==> src/hw/apsram_pkg.sv <==
// Package of timing constants, states and carrier structs for the pseudo-static RAM host controller.
package apsram_pkg;
    localparam int CLK_PERIOD_NS = 10;
    // Least times round up, longest times round down.
    function automatic int cyclesMin(input int ns);
        int c;
        c = (ns + CLK_PERIOD_NS - 1) / CLK_PERIOD_NS;
        return (c < 1) ? 1 : c;
    endfunction
    function automatic int cyclesMax(input int ns);
        int c;
        c = ns / CLK_PERIOD_NS;
        return (c < 1) ? 1 : c;
    endfunction
    localparam int POWER_UP_WAIT_US = 150;
    localparam int SELECT_PULSE_LIMIT_US = 8;
    localparam int ADDR_TO_WRITE_END_NS = 70;
    localparam int WRITE_CYCLE_NS = 70;
    localparam int WRITE_LOW_WIDTH_NS = 46;
    localparam int WRITE_HIGH_WIDTH_NS = 10;
    localparam int WRITE_DATA_SETUP_NS = 23;
    localparam int LANE_TO_WRITE_END_NS = 70;
    localparam int SELECT_HIGH_NS = 5;
    localparam int READ_ACCESS_NS = 70;
    localparam int OUTPUT_ENABLE_ACCESS_NS = 20;
    localparam int CFG_WRITE_LOW_WIDTH_NS = 40;
    localparam int SLEEP_TO_WRITE_DELAY_MIN_NS = 10;
    localparam int SLEEP_TO_WRITE_DELAY_MAX_NS = 500;
    localparam int DESELECT_TO_SLEEP_DELAY_NS = 5;
    localparam int DEEP_SLEEP_MIN_US = 10;
    localparam int DEEP_SLEEP_RECOVERY_US = 150;
    localparam int NS_PER_US = 1000;
    localparam int SELECT_PULSE_LIMIT_CYC = cyclesMax(SELECT_PULSE_LIMIT_US * NS_PER_US);
    localparam int WRITE_LOW_CYC = cyclesMin(WRITE_LOW_WIDTH_NS) >
        cyclesMin(ADDR_TO_WRITE_END_NS) ? cyclesMin(WRITE_LOW_WIDTH_NS) :
        cyclesMin(ADDR_TO_WRITE_END_NS);
    localparam int WRITE_HIGH_CYC = cyclesMin(WRITE_HIGH_WIDTH_NS) >
        cyclesMin(SELECT_HIGH_NS) ? cyclesMin(WRITE_HIGH_WIDTH_NS) : cyclesMin(SELECT_HIGH_NS);
    localparam int READ_ACCESS_CYC = cyclesMin(READ_ACCESS_NS) + 1;
    localparam int CFG_WRITE_LOW_CYC = WRITE_LOW_CYC;
    localparam int SLEEP_TO_WRITE_CYC = cyclesMin(SLEEP_TO_WRITE_DELAY_MIN_NS);
    localparam int SLEEP_TO_WRITE_MAX_CYC = cyclesMax(SLEEP_TO_WRITE_DELAY_MAX_NS);
    localparam int DESELECT_TO_SLEEP_CYC = cyclesMin(DESELECT_TO_SLEEP_DELAY_NS);
    localparam int ADDR_W = 21;
    localparam int DATA_W = 16;
    localparam int CNT_W = 18;
    typedef enum logic [3:0] {
        ST_POWER_UP = 4'h0,
        ST_IDLE = 4'h1,
        ST_READ = 4'h2,
        ST_WRITE = 4'h3,
        ST_RECOVER = 4'h4,
        ST_CFG_DESEL = 4'h5,
        ST_CFG_SETUP = 4'h6,
        ST_CFG_WRITE = 4'h7,
        ST_DPD_DESEL = 4'h8,
        ST_DPD_HOLD = 4'h9,
        ST_DPD_RECOVER = 4'ha
    } apsram_state_t;
    typedef enum logic [2:0] {
        CMD_READ = 3'h0,
        CMD_WRITE = 3'h1,
        CMD_LOAD_CONFIG = 3'h2,
        CMD_DEEP_SLEEP = 3'h3
    } apsram_cmd_t;
    // Request from the user side.
    typedef struct packed {
        apsram_cmd_t cmd;
        logic [ADDR_W-1:0] addr;
        logic [DATA_W-1:0] wdata;
        logic [1:0] laneEnable;
    } apsram_req_t;
    // Memory pins, strobes active low.
    typedef struct packed {
        logic selectLow;
        logic writeLow;
        logic outputLow;
        logic [1:0] byteLaneSelectsLow;
        logic sleepControlLow;
        logic [ADDR_W-1:0] addr;
        logic [DATA_W-1:0] dqOut;
        logic dqOutEnableLow;
    } apsram_pins_t;
    // Whole controller state.
    typedef struct packed {
        apsram_state_t state;
        logic [CNT_W-1:0] count;
        apsram_pins_t pins;
        logic [DATA_W-1:0] rdata;
        logic rvalid;
        logic done;
    } apsram_regs_t;
endpackage

==> src/hw/apsram_host_ctrl.sv <==
// Host-side controller that sequences reads, writes, configuration loads and deep sleep.
// Operation
// RL1: Wait 150 us after power-up before access.
// RL2: Chip select pulse never exceeds 8 us.
// RL3: Write strobe low never exceeds 8 us.
// RL4: Address held 70 ns; writes 70 ns apart.
// RL5: Write low 46 ns, high 10 ns.
// RL6: Write data valid 23 ns before end.
// RL7: Lanes and select asserted 70 ns before end.
// RL8: Select high 5 ns between writes.
// RL9: Memory read data valid 70 ns after select.
// RL10: Memory data valid 20 ns after output strobe.
// RL11: Memory holds old data 5 ns.
// RL12: Config load: sleep low 10-500 ns first.
// RL13: Deselect 5 ns before sleep pin low.
// RL14: Deep sleep 10 us low, 150 us recovery.
// RL15: Minimums round up, maximums round down; the microsecond wait parameters divide and round down instead.
module apsram_host_ctrl
    import apsram_pkg::*;
#(
    parameter int POWER_UP_CYC = (POWER_UP_WAIT_US * NS_PER_US) / CLK_PERIOD_NS,
    parameter int DEEP_SLEEP_CYC = (DEEP_SLEEP_MIN_US * NS_PER_US) / CLK_PERIOD_NS,
    parameter int RECOVERY_CYC = (DEEP_SLEEP_RECOVERY_US * NS_PER_US) / CLK_PERIOD_NS
) (
    input wire logic clk,
    input wire logic reset_n,
    input wire logic clkEnable,
    input wire logic reqValid,
    input apsram_req_t req,
    output logic reqReady,
    output logic [DATA_W-1:0] rdata,
    output logic rvalid,
    output logic done,
    output apsram_pins_t pins,
    input wire logic [DATA_W-1:0] dqIn
);
    apsram_regs_t r;
    apsram_regs_t next_r;

    // Every phase is a whole number of clock periods, derived from the clock period in the package or, for
    // the microsecond waits, in the parameters above. Package minimums round up and limits round down, so a phase
    // may run slightly longer than the memory needs; that costs a little bandwidth on each access but can never
    // break a minimum, while the parameters divide and round down. A different clock only changes CLK_PERIOD_NS.

    // Count load helper: a phase of c cycles loads c - 1 and ends when the count is zero.
    // The value is truncated on purpose to the counter width.
    function automatic logic [CNT_W-1:0] toCount(input int c);
        return CNT_W'(c - 1);
    endfunction

    // Strobes, lanes and the data drive go inactive together; only the address stays, so the memory
    // still sees it settled at the strobe's rising edge, where no hold time is left.
    function automatic apsram_pins_t releaseStrobes(input apsram_pins_t p);
        apsram_pins_t q;
        q = p;
        q.selectLow = 1'b1;
        q.writeLow = 1'b1;
        q.outputLow = 1'b1;
        q.byteLaneSelectsLow = 2'h3;
        q.sleepControlLow = 1'b1;
        q.dqOutEnableLow = 1'b1;
        return q;
    endfunction

    // Pins at rest: every strobe inactive and the data bus left to the memory.
    localparam apsram_pins_t PINS_IDLE = '{selectLow: 1'b1, writeLow: 1'b1, outputLow: 1'b1,
        byteLaneSelectsLow: 2'h3, sleepControlLow: 1'b1, addr: '0, dqOut: '0,
        dqOutEnableLow: 1'b1};

    // The handshake is combinational from the state; data and pins come from flip-flops.
    assign reqReady = (r.state == ST_IDLE);
    assign pins = r.pins;
    assign rdata = r.rdata;
    assign rvalid = r.rvalid;
    assign done = r.done;

    // Next-state logic; every timed phase counts down to zero before it moves on.
    always_comb begin
        next_r = r;
        next_r.rvalid = 1'b0;
        next_r.done = 1'b0;
        if (r.count != '0) begin
            next_r.count = r.count - 1'b1;
        end
        case (r.state)
            // Hold every strobe inactive until the start-up wait has run out.
            ST_POWER_UP: begin
                if (r.count == '0) begin // RL1
                    next_r.state = ST_IDLE;
                end
            end

            // Idle: the address is captured with the request, valid from the first cycle.
            ST_IDLE: begin
                next_r.pins = PINS_IDLE;
                if (reqValid) begin
                    next_r.pins.addr = req.addr; // RL4
                    case (req.cmd)
                        // Select, output strobe and lanes go low together with the address.
                        CMD_READ: begin
                            next_r.pins.selectLow = 1'b0;
                            next_r.pins.outputLow = 1'b0;
                            next_r.pins.byteLaneSelectsLow = ~req.laneEnable;
                            next_r.count = toCount(READ_ACCESS_CYC); // RL9 RL10
                            next_r.state = ST_READ;
                        end
                        // Strobe, select, lanes and data all start in the same cycle.
                        CMD_WRITE: begin
                            next_r.pins.selectLow = 1'b0; // RL7
                            next_r.pins.writeLow = 1'b0;
                            next_r.pins.byteLaneSelectsLow = ~req.laneEnable; // RL7
                            next_r.pins.dqOut = req.wdata; // RL6
                            next_r.pins.dqOutEnableLow = 1'b0;
                            next_r.count = toCount(WRITE_LOW_CYC); // RL5 RL15
                            next_r.state = ST_WRITE;
                        end
                        // Select is already high in idle; the wait still covers deselect.
                        CMD_LOAD_CONFIG: begin
                            next_r.count = toCount(DESELECT_TO_SLEEP_CYC); // RL13
                            next_r.state = ST_CFG_DESEL;
                        end
                        // Deep sleep first spends the deselect time with every strobe high.
                        CMD_DEEP_SLEEP: begin
                            next_r.count = toCount(DESELECT_TO_SLEEP_CYC); // RL13
                            next_r.state = ST_DPD_DESEL;
                        end
                        default: begin
                            next_r.pins = PINS_IDLE;
                        end
                    endcase
                end
            end

            // Read: wait out the access time, then capture the bus.
            ST_READ: begin
                // Sampling one cycle after the access time leaves margin for the data path.
                if (r.count == '0) begin
                    next_r.rdata = dqIn;
                    next_r.rvalid = 1'b1;
                    next_r.pins = releaseStrobes(r.pins); // RL11
                    next_r.count = toCount(WRITE_HIGH_CYC);
                    next_r.state = ST_RECOVER;
                end
            end

            // Data writes and configuration loads end the same way.
            ST_WRITE, ST_CFG_WRITE: begin
                // Select, strobe, lanes and data end together, so only the address outlives setup.
                if (r.count == '0) begin // RL2 RL3
                    next_r.pins = releaseStrobes(r.pins); // RL6 RL8
                    next_r.done = 1'b1;
                    next_r.count = toCount(WRITE_HIGH_CYC); // RL5 RL8
                    next_r.state = ST_RECOVER;
                end
            end

            // One cycle with every strobe high keeps writes and selects apart.
            ST_RECOVER: begin
                if (r.count == '0) begin // RL4
                    next_r.state = ST_IDLE;
                end
            end

            // The sleep pin goes low only after the deselect time.
            ST_CFG_DESEL: begin
                if (r.count == '0) begin
                    next_r.pins.sleepControlLow = 1'b0; // RL13
                    next_r.count = toCount(SLEEP_TO_WRITE_CYC); // RL12
                    next_r.state = ST_CFG_SETUP;
                end
            end

            // The configuration strobe waits the least sleep-to-write time.
            ST_CFG_SETUP: begin
                // Strobe goes low well inside the 500 ns ceiling.
                if (r.count == '0) begin // RL12
                    next_r.pins.selectLow = 1'b0;
                    next_r.pins.writeLow = 1'b0;
                    next_r.count = toCount(CFG_WRITE_LOW_CYC); // RL12
                    next_r.state = ST_CFG_WRITE;
                end
            end

            // Deep sleep entry mirrors the configuration deselect.
            ST_DPD_DESEL: begin
                if (r.count == '0) begin
                    next_r.pins.sleepControlLow = 1'b0; // RL13
                    next_r.count = toCount(DEEP_SLEEP_CYC); // RL14
                    next_r.state = ST_DPD_HOLD;
                end
            end

            // The sleep pin stays low for the least deep-sleep time.
            ST_DPD_HOLD: begin
                if (r.count == '0) begin
                    next_r.pins.sleepControlLow = 1'b1;
                    next_r.count = toCount(RECOVERY_CYC); // RL14
                    next_r.state = ST_DPD_RECOVER;
                end
            end

            // No access until the memory has recovered from deep sleep.
            ST_DPD_RECOVER: begin
                if (r.count == '0) begin // RL14
                    next_r.done = 1'b1;
                    next_r.state = ST_IDLE;
                end
            end

            // An illegal state falls back to idle with the pins at rest.
            default: begin
                next_r.state = ST_IDLE;
                next_r.pins = PINS_IDLE;
            end
        endcase
    end

    // State register; reset starts the power-up wait with all strobes inactive.
    always_ff @(posedge clk or negedge reset_n) begin
        if (!reset_n) begin
            r <= '{state: ST_POWER_UP, count: CNT_W'(POWER_UP_CYC - 1), pins: PINS_IDLE,
                rdata: '0, rvalid: 1'b0, done: 1'b0};
        end else if (clkEnable) begin
            r <= next_r;
        end
    end
endmodule

==> config.mk <==
export PLATFORM = sky130hd
export DESIGN_NAME = apsram_host_ctrl
export DESIGN_NICKNAME = d
export VERILOG_FILES = /design/src/hw/apsram_pkg.sv /design/src/hw/apsram_host_ctrl.sv
export SDC_FILE = /design/constraint.sdc
export NUM_CORES = 1
export LEC_CHECK = 0
export CAP_MARGIN = 10
export CELL_PAD_IN_SITES_DETAIL_PLACEMENT = 1
export CELL_PAD_IN_SITES_GLOBAL_PLACEMENT = 1
export CORE_UTILIZATION = 33
export CTS_BUF_LIST = sky130_fd_sc_hd__clkbuf_16
export DETAILED_ROUTE_END_ITERATION = 12
export DONT_BUFFER_PORTS = 1
export PLACE_DENSITY = 0.68
export SLEW_MARGIN = 10
export SYNTH_ARGS = -nofsm -noshare
export SYNTH_HDL_FRONTEND = slang
export SYNTH_SLANG_ARGS = --single-unit
==> constraint.sdc <==
create_clock -name clk -period 3.11 [get_ports clk]
set_input_delay 0.311 -clock clk [delete_from_list [all_inputs] [get_ports clk]]
set_output_delay 0.311 -clock clk [all_outputs]
set_load 0.01 [all_outputs]
Word-level counts from Yosys, hierarchy flattened
Index checks and enable logic that the tools add are counted.

$add $sub $neg: 1. Multipliers: 0. Divide/modulo/power cells: 0. $lt $le $gt $ge: 0. Equality and inequality tests: 23. Shift-type cells: 0. Muxes and demuxes: 27. Bitwise operators: 6. Reduce and logical (&&, ||, !) cells: 19.

Operators by type and width (count): case mux 38 bit (4 select lines) (1); two-way mux 66 bit (2); case mux 18 bit (7 select lines) (1); case mux 22 bit (4 select lines) (1); two-way mux 83 bit (1); two-way mux 22 bit (3); case mux 4 bit (8 select lines) (1); two-way mux 24 bit (1); two-way mux 21 bit (1); zero test 18 bit (1); two-way mux 18 bit (1); nonzero test 18 bit (1); subtractor 18 x 1 -> 18 bit (second input constant) (1); two-way mux 17 bit (1); == test 4 x 3 -> 1 bit (second input constant) (4); inequality test 2 bit (second input constant) (7); == test 4 bit (second input constant) (3); case mux 3 bit (4 select lines) (1); case mux 2 bit (5 select lines) (1); AND reduction 10 bit (1); == test 4 x 2 -> 1 bit (second input constant) (2); two-way mux 1 bit (8); AND reduction 4 bit (2); OR reduction 4 bit (2); 19 further kinds (28).

Bits in registers: 84. Latch bits: 0. RAM bits: 0. ROM bits: 0. Input port bits: 62. Output and inout port bits: 63. Logic and storage cells: 89. Memories kept: 0.

Depth between registers and ports, before layout
Word-level depth: 5. Gate-level depth with buffers: 10. Gate-level depth less buffers: 10.

Least setup slack after synthesis
OpenSTA, ideal clock, no wires.

Path kind: register to register. Start point: register r[62] in the netlist's numbering. End point: register r[62] in the netlist's numbering. Library setup time: 0.092 ns. Arrival time: 2.115 ns. Data required time: 3.018 ns. Slack: 0.903 ns. Stages on the path, launching flop included: 11. Path buffers: 0. Clock period less this slack: 2.207 ns. Path through: dfstp_2 -> inv_1 -> ha_1 -> nor4b_4 -> nand3_1 -> nor2_2 -> inv_1 -> ha_1 -> nor3_1 -> a2111oi_0 -> a21oi_1.

Word-level cells in the longest chain between the ends: 5. Elaborated cells between the ends (all ways): 13. Classes of those cells: 1 x add/sub; 10 x mux; 2 x reduce/logical.

Ends and longest elaborated chain: start: declaration (RTL line apsram_host_ctrl.sv:37) `apsram_regs_t r;`; start signal: assignment (RTL line apsram_host_ctrl.sv:221) `r <= '{state: ST_POWER_UP, count: CNT_W'(POWER_UP_CYC - 1), pins: PINS_IDLE,`; start signal: assignment (RTL line apsram_host_ctrl.sv:224) `r <= next_r;`; subtractor 18 x 1 -> 18 bit or nonzero test 18 bit (tied branches) (RTL line apsram_host_ctrl.sv:83, apsram_host_ctrl.sv:82); two-way mux 18 bit (RTL line apsram_host_ctrl.sv:82) `if (r.count != '0) begin`; case mux 22 bit (4 select lines) (RTL line apsram_host_ctrl.sv:98) `case (req.cmd)`; two-way mux 66 bit (RTL line apsram_host_ctrl.sv:96) `if (reqValid) begin`; case mux 18 bit (7 select lines) * (RTL line apsram_host_ctrl.sv:85) `case (r.state)`.

Mark *: on every way between the ends. The rest lies on a longest branch, timed or not. The select of a mux whose other input is x is not followed. A chain may end at the register's enable or synchronous reset.

Final worst setup path
Start point: register r[62] in the netlist's numbering. End point: register r[64] in the netlist's numbering.

The elaborated chain is that of the path after synthesis.

==> results.sh <==
export IMPL_die_area_mm2=0.0148
export IMPL_post_drt_wl_per_cell_um=19.0
export IMPL_clkSinkCount=84
export IMPL_tritoncts="built"
export IMPL_drt_iter0_drc=182
export IMPL_reg2reg_from="r[62]"
export IMPL_synth_edf_count=0
export IMPL_multi_input_area_mm2=0.00198
export IMPL_gr_total_overflow=0
export IMPL_dp_cells=589
export IMPL_path_cells="inv_1 -> ha_1 -> nor4b_4 -> and4_1 -> nand2_1 -> a2111oi_0 -> a222oi_1"
export IMPL_ant_nets=0
export IMPL_fin_crit_ps=2560
export IMPL_die_h_um=122
export IMPL_setup_tns_final_ps=0
export IMPL_leakage_nw=1.96
export IMPL_ys_ff_latch=84
export IMPL_min_from="clkEnable"
export IMPL_final_area_mm2=0.00481
export IMPL_slew_viol_final=0
export IMPL_grt_pass1_vias=3373
export IMPL_cts_hold_buffers=2
export IMPL_start_util=0.339
export IMPL_fin_cells=607
export IMPL_grt_max_degree=85
export IMPL_hpwlAfterDp_um=8210
export IMPL_rsz0062_at_grt="false"
export IMPL_grt_pass1_wl_um=18300
export IMPL_seqCellArea_mm2=0.00212
export IMPL_worstPathMaxFanout=10
export IMPL_synth_most_common_cell="dfrtp_1"
export IMPL_synth_top_area_cell="dfrtp_1"
export IMPL_worst_pin_slew_ps=671
export IMPL_drc=0
export IMPL_syn_inst=487
export IMPL_r2r_cells=7
export IMPL_syn_cell_area_mm2=0.00473
export IMPL_cpPeakStageDelay_ps=540
export IMPL_nets=487
export IMPL_gp_congestion=0.852
export IMPL_worstPathRequired_ps=3350
export IMPL_fin_skew_ps=5.47
export IMPL_die_width_um=122
export IMPL_fmax_mhz=390
export IMPL_max_cap_violations=0
export IMPL_holdPathEnd="r[69]"
export IMPL_synthFlopType="dfrtp_1"
export IMPL_first_pass_iters=4
export IMPL_hold_class="in2reg"
export IMPL_drive_gt1_frac=0.204
export IMPL_arrival_ps=2800
export IMPL_core_rowCount=43
export IMPL_endpoint_kind="flop"
export IMPL_slowest_stage="a2111oi_0"
export IMPL_power_density_mw_per_mm2=815
export IMPL_via_count=3350
export IMPL_port_buffers=0
export IMPL_critPathKind="reg2reg"
export IMPL_syn_nets=552
export IMPL_synthDistinctLibCells=72
export IMPL_ir_worst_vdd_uv=307
export IMPL_numCtsBuffers=9
export IMPL_totalWireLength_um=11500
export IMPL_synthTopCellsByArea="dfrtp_1, buf_4, dfstp_2, mux2_2, nand2_1"
export IMPL_post_cts_repair_setup_buffers=0
export IMPL_cts_root_buffer="clkbuf_16"
export IMPL_clk_pin_slew_worst_paths_ps=60
export IMPL_yosysWarnings=0
export IMPL_viasPerCell=5.52
export IMPL_clk_latency_ps=340
export IMPL_syn_to_final_growth_pct=1.67
export IMPL_slew_headroom=0.553
export IMPL_coreArea_mm2=0.0139
export IMPL_fillers=1579
export IMPL_reg2reg_slack_ps=550
export IMPL_hold_viol_final=0
export IMPL_place_area_mm2=0.00445
export IMPL_status="complete, no violations"
export IMPL_hold_depth=1
export IMPL_critPathLaunchType="flop"
export IMPL_n_antenna_cell=0
export IMPL_antenna_found_initial=0
export IMPL_io_pins=125
export IMPL_hold_ws_ps=26.5
export IMPL_synth_top_area_frac=0.360
export IMPL_globalRouteTotalUtil=0.161
export IMPL_yosys_top_cells_count="dfrtp_1, buf_4, nand2_1"
export IMPL_period_share=0.825
export IMPL_yosysSeqAreaShare=0.449
export IMPL_synth_area_per_cell_um2=9.71
export IMPL_cts_resized=0
export IMPL_synthArstFlopShare=1.00
export IMPL_worst_r2r_endpoint="r[64]"
export IMPL_cts_buffer_depth=2
export IMPL_h_tree_depth=3
export IMPL_finalSetupViolations=0
## flip-flops by register name, summed over array words and instances, names as in the netlist
| name | count |
|---|---|
| rdata | 16 |
| pins | 44 |
| rvalid | 1 |
| done | 1 |
| r | 22 |
## critical path: cells and delay by family, from the launching register on
family | cells | cell delay [ps]
AO/OA/AOI/OAI | 2 | 680
buffers and inverters | 1 | 90
flip-flops | 1 | 390
AND/OR/NAND/NOR | 3 | 1100
adder cells (fa/ha/maj) | 1 | 220
## cell type report
cell class	instances	area share
sequential	84	0.441
multi-input combinational	302	0.412
clock buffer	9	0.0468
tap	180	0.0468
timing repair buffer	11	0.0219
clock inverter	7	0.0203
inverter	14	0.0109
## layer usage
metal,GRT usage,vias to the layer above,share of wire
met5,0,-,0
met4,0.0694,0,0.011
met3,0.0445,10,0.074
met2,0.255,124,0.49
met1,0.205,1672,0.43
li1,-,1544,-
## worst max-delay path by stage
stage                      from     to  slack (ps)
after floorplan           r[62]  r[62]         900
final                     r[62]  r[64]         550
after global routing      r[62]  r[64]         290
after CTS                 r[82]  r[68]         580
after global placement    r[82]  r[67]         600
after detailed placement  r[82]  r[80]         590
## layout by cell type, fill, tap and decap left out, types with 3 or more instances in the layout
cell type | synthesis | layout
dfrtp_1 | 68 | 68
nand2_1 | 61 | 61
o21ai_0 | 36 | 36
nor2_1 | 31 | 31
mux2_2 | 22 | 22
a22o_1 | 16 | 16
dfstp_2 | 16 | 16
inv_1 | 14 | 14
nand3_1 | 12 | 12
a21oi_1 | 12 | 12
nor3_1 | 11 | 11
clkbuf_16 | 0 | 9
buf_4 | 61 | 9
o31ai_1 | 6 | 6
nand2b_1 | 5 | 5
a2111oi_0 | 4 | 4
nor2b_1 | 3 | 3
or3_1 | 3 | 3
xnor2_1 | 3 | 3
o21a_1 | 3 | 3
or2_2 | 3 | 3
a211oi_1 | 3 | 3
o2111ai_1 | 3 | 3
o311ai_0 | 3 | 3
a21boi_0 | 3 | 3
ha_1 | 3 | 3
## kinds of logic after synthesis
group                      after synthesis  synth area share
and+or+nand+nor                        151             0.166
xor gates and xnor gates                 5           0.00926
DFF                                     84             0.449
adders and majority gates                3           0.00794
AOI/OAI and AO/OA                      119             0.179
buffers and inverters                  101             0.133
muxes                                   24            0.0566
## report_power, final
| part | internal (mW) | switching (mW) | leakage (nW) |
|---|---|---|---|
| sequential | 1.36 | 0.286 | 1.10 |
| combinational | 0.393 | 0.712 | 0.701 |
| clock | 0.708 | 0.455 | 0.154 |
| total | 2.47 | 1.45 | 1.96 |
## stage by stage
stage          total power [mW]  setup WS, ps   util
2_1_floorplan              2.64           903      -
3_3_place_gp               2.71           598  0.319
3_5_place_dp               2.76           594  0.319
4_1_cts                    3.98           583  0.345
5_1_grt                    4.18           293  0.345
6_report                   3.92           545  0.345
Note: power is estimated with default switching activity, not from simulation.
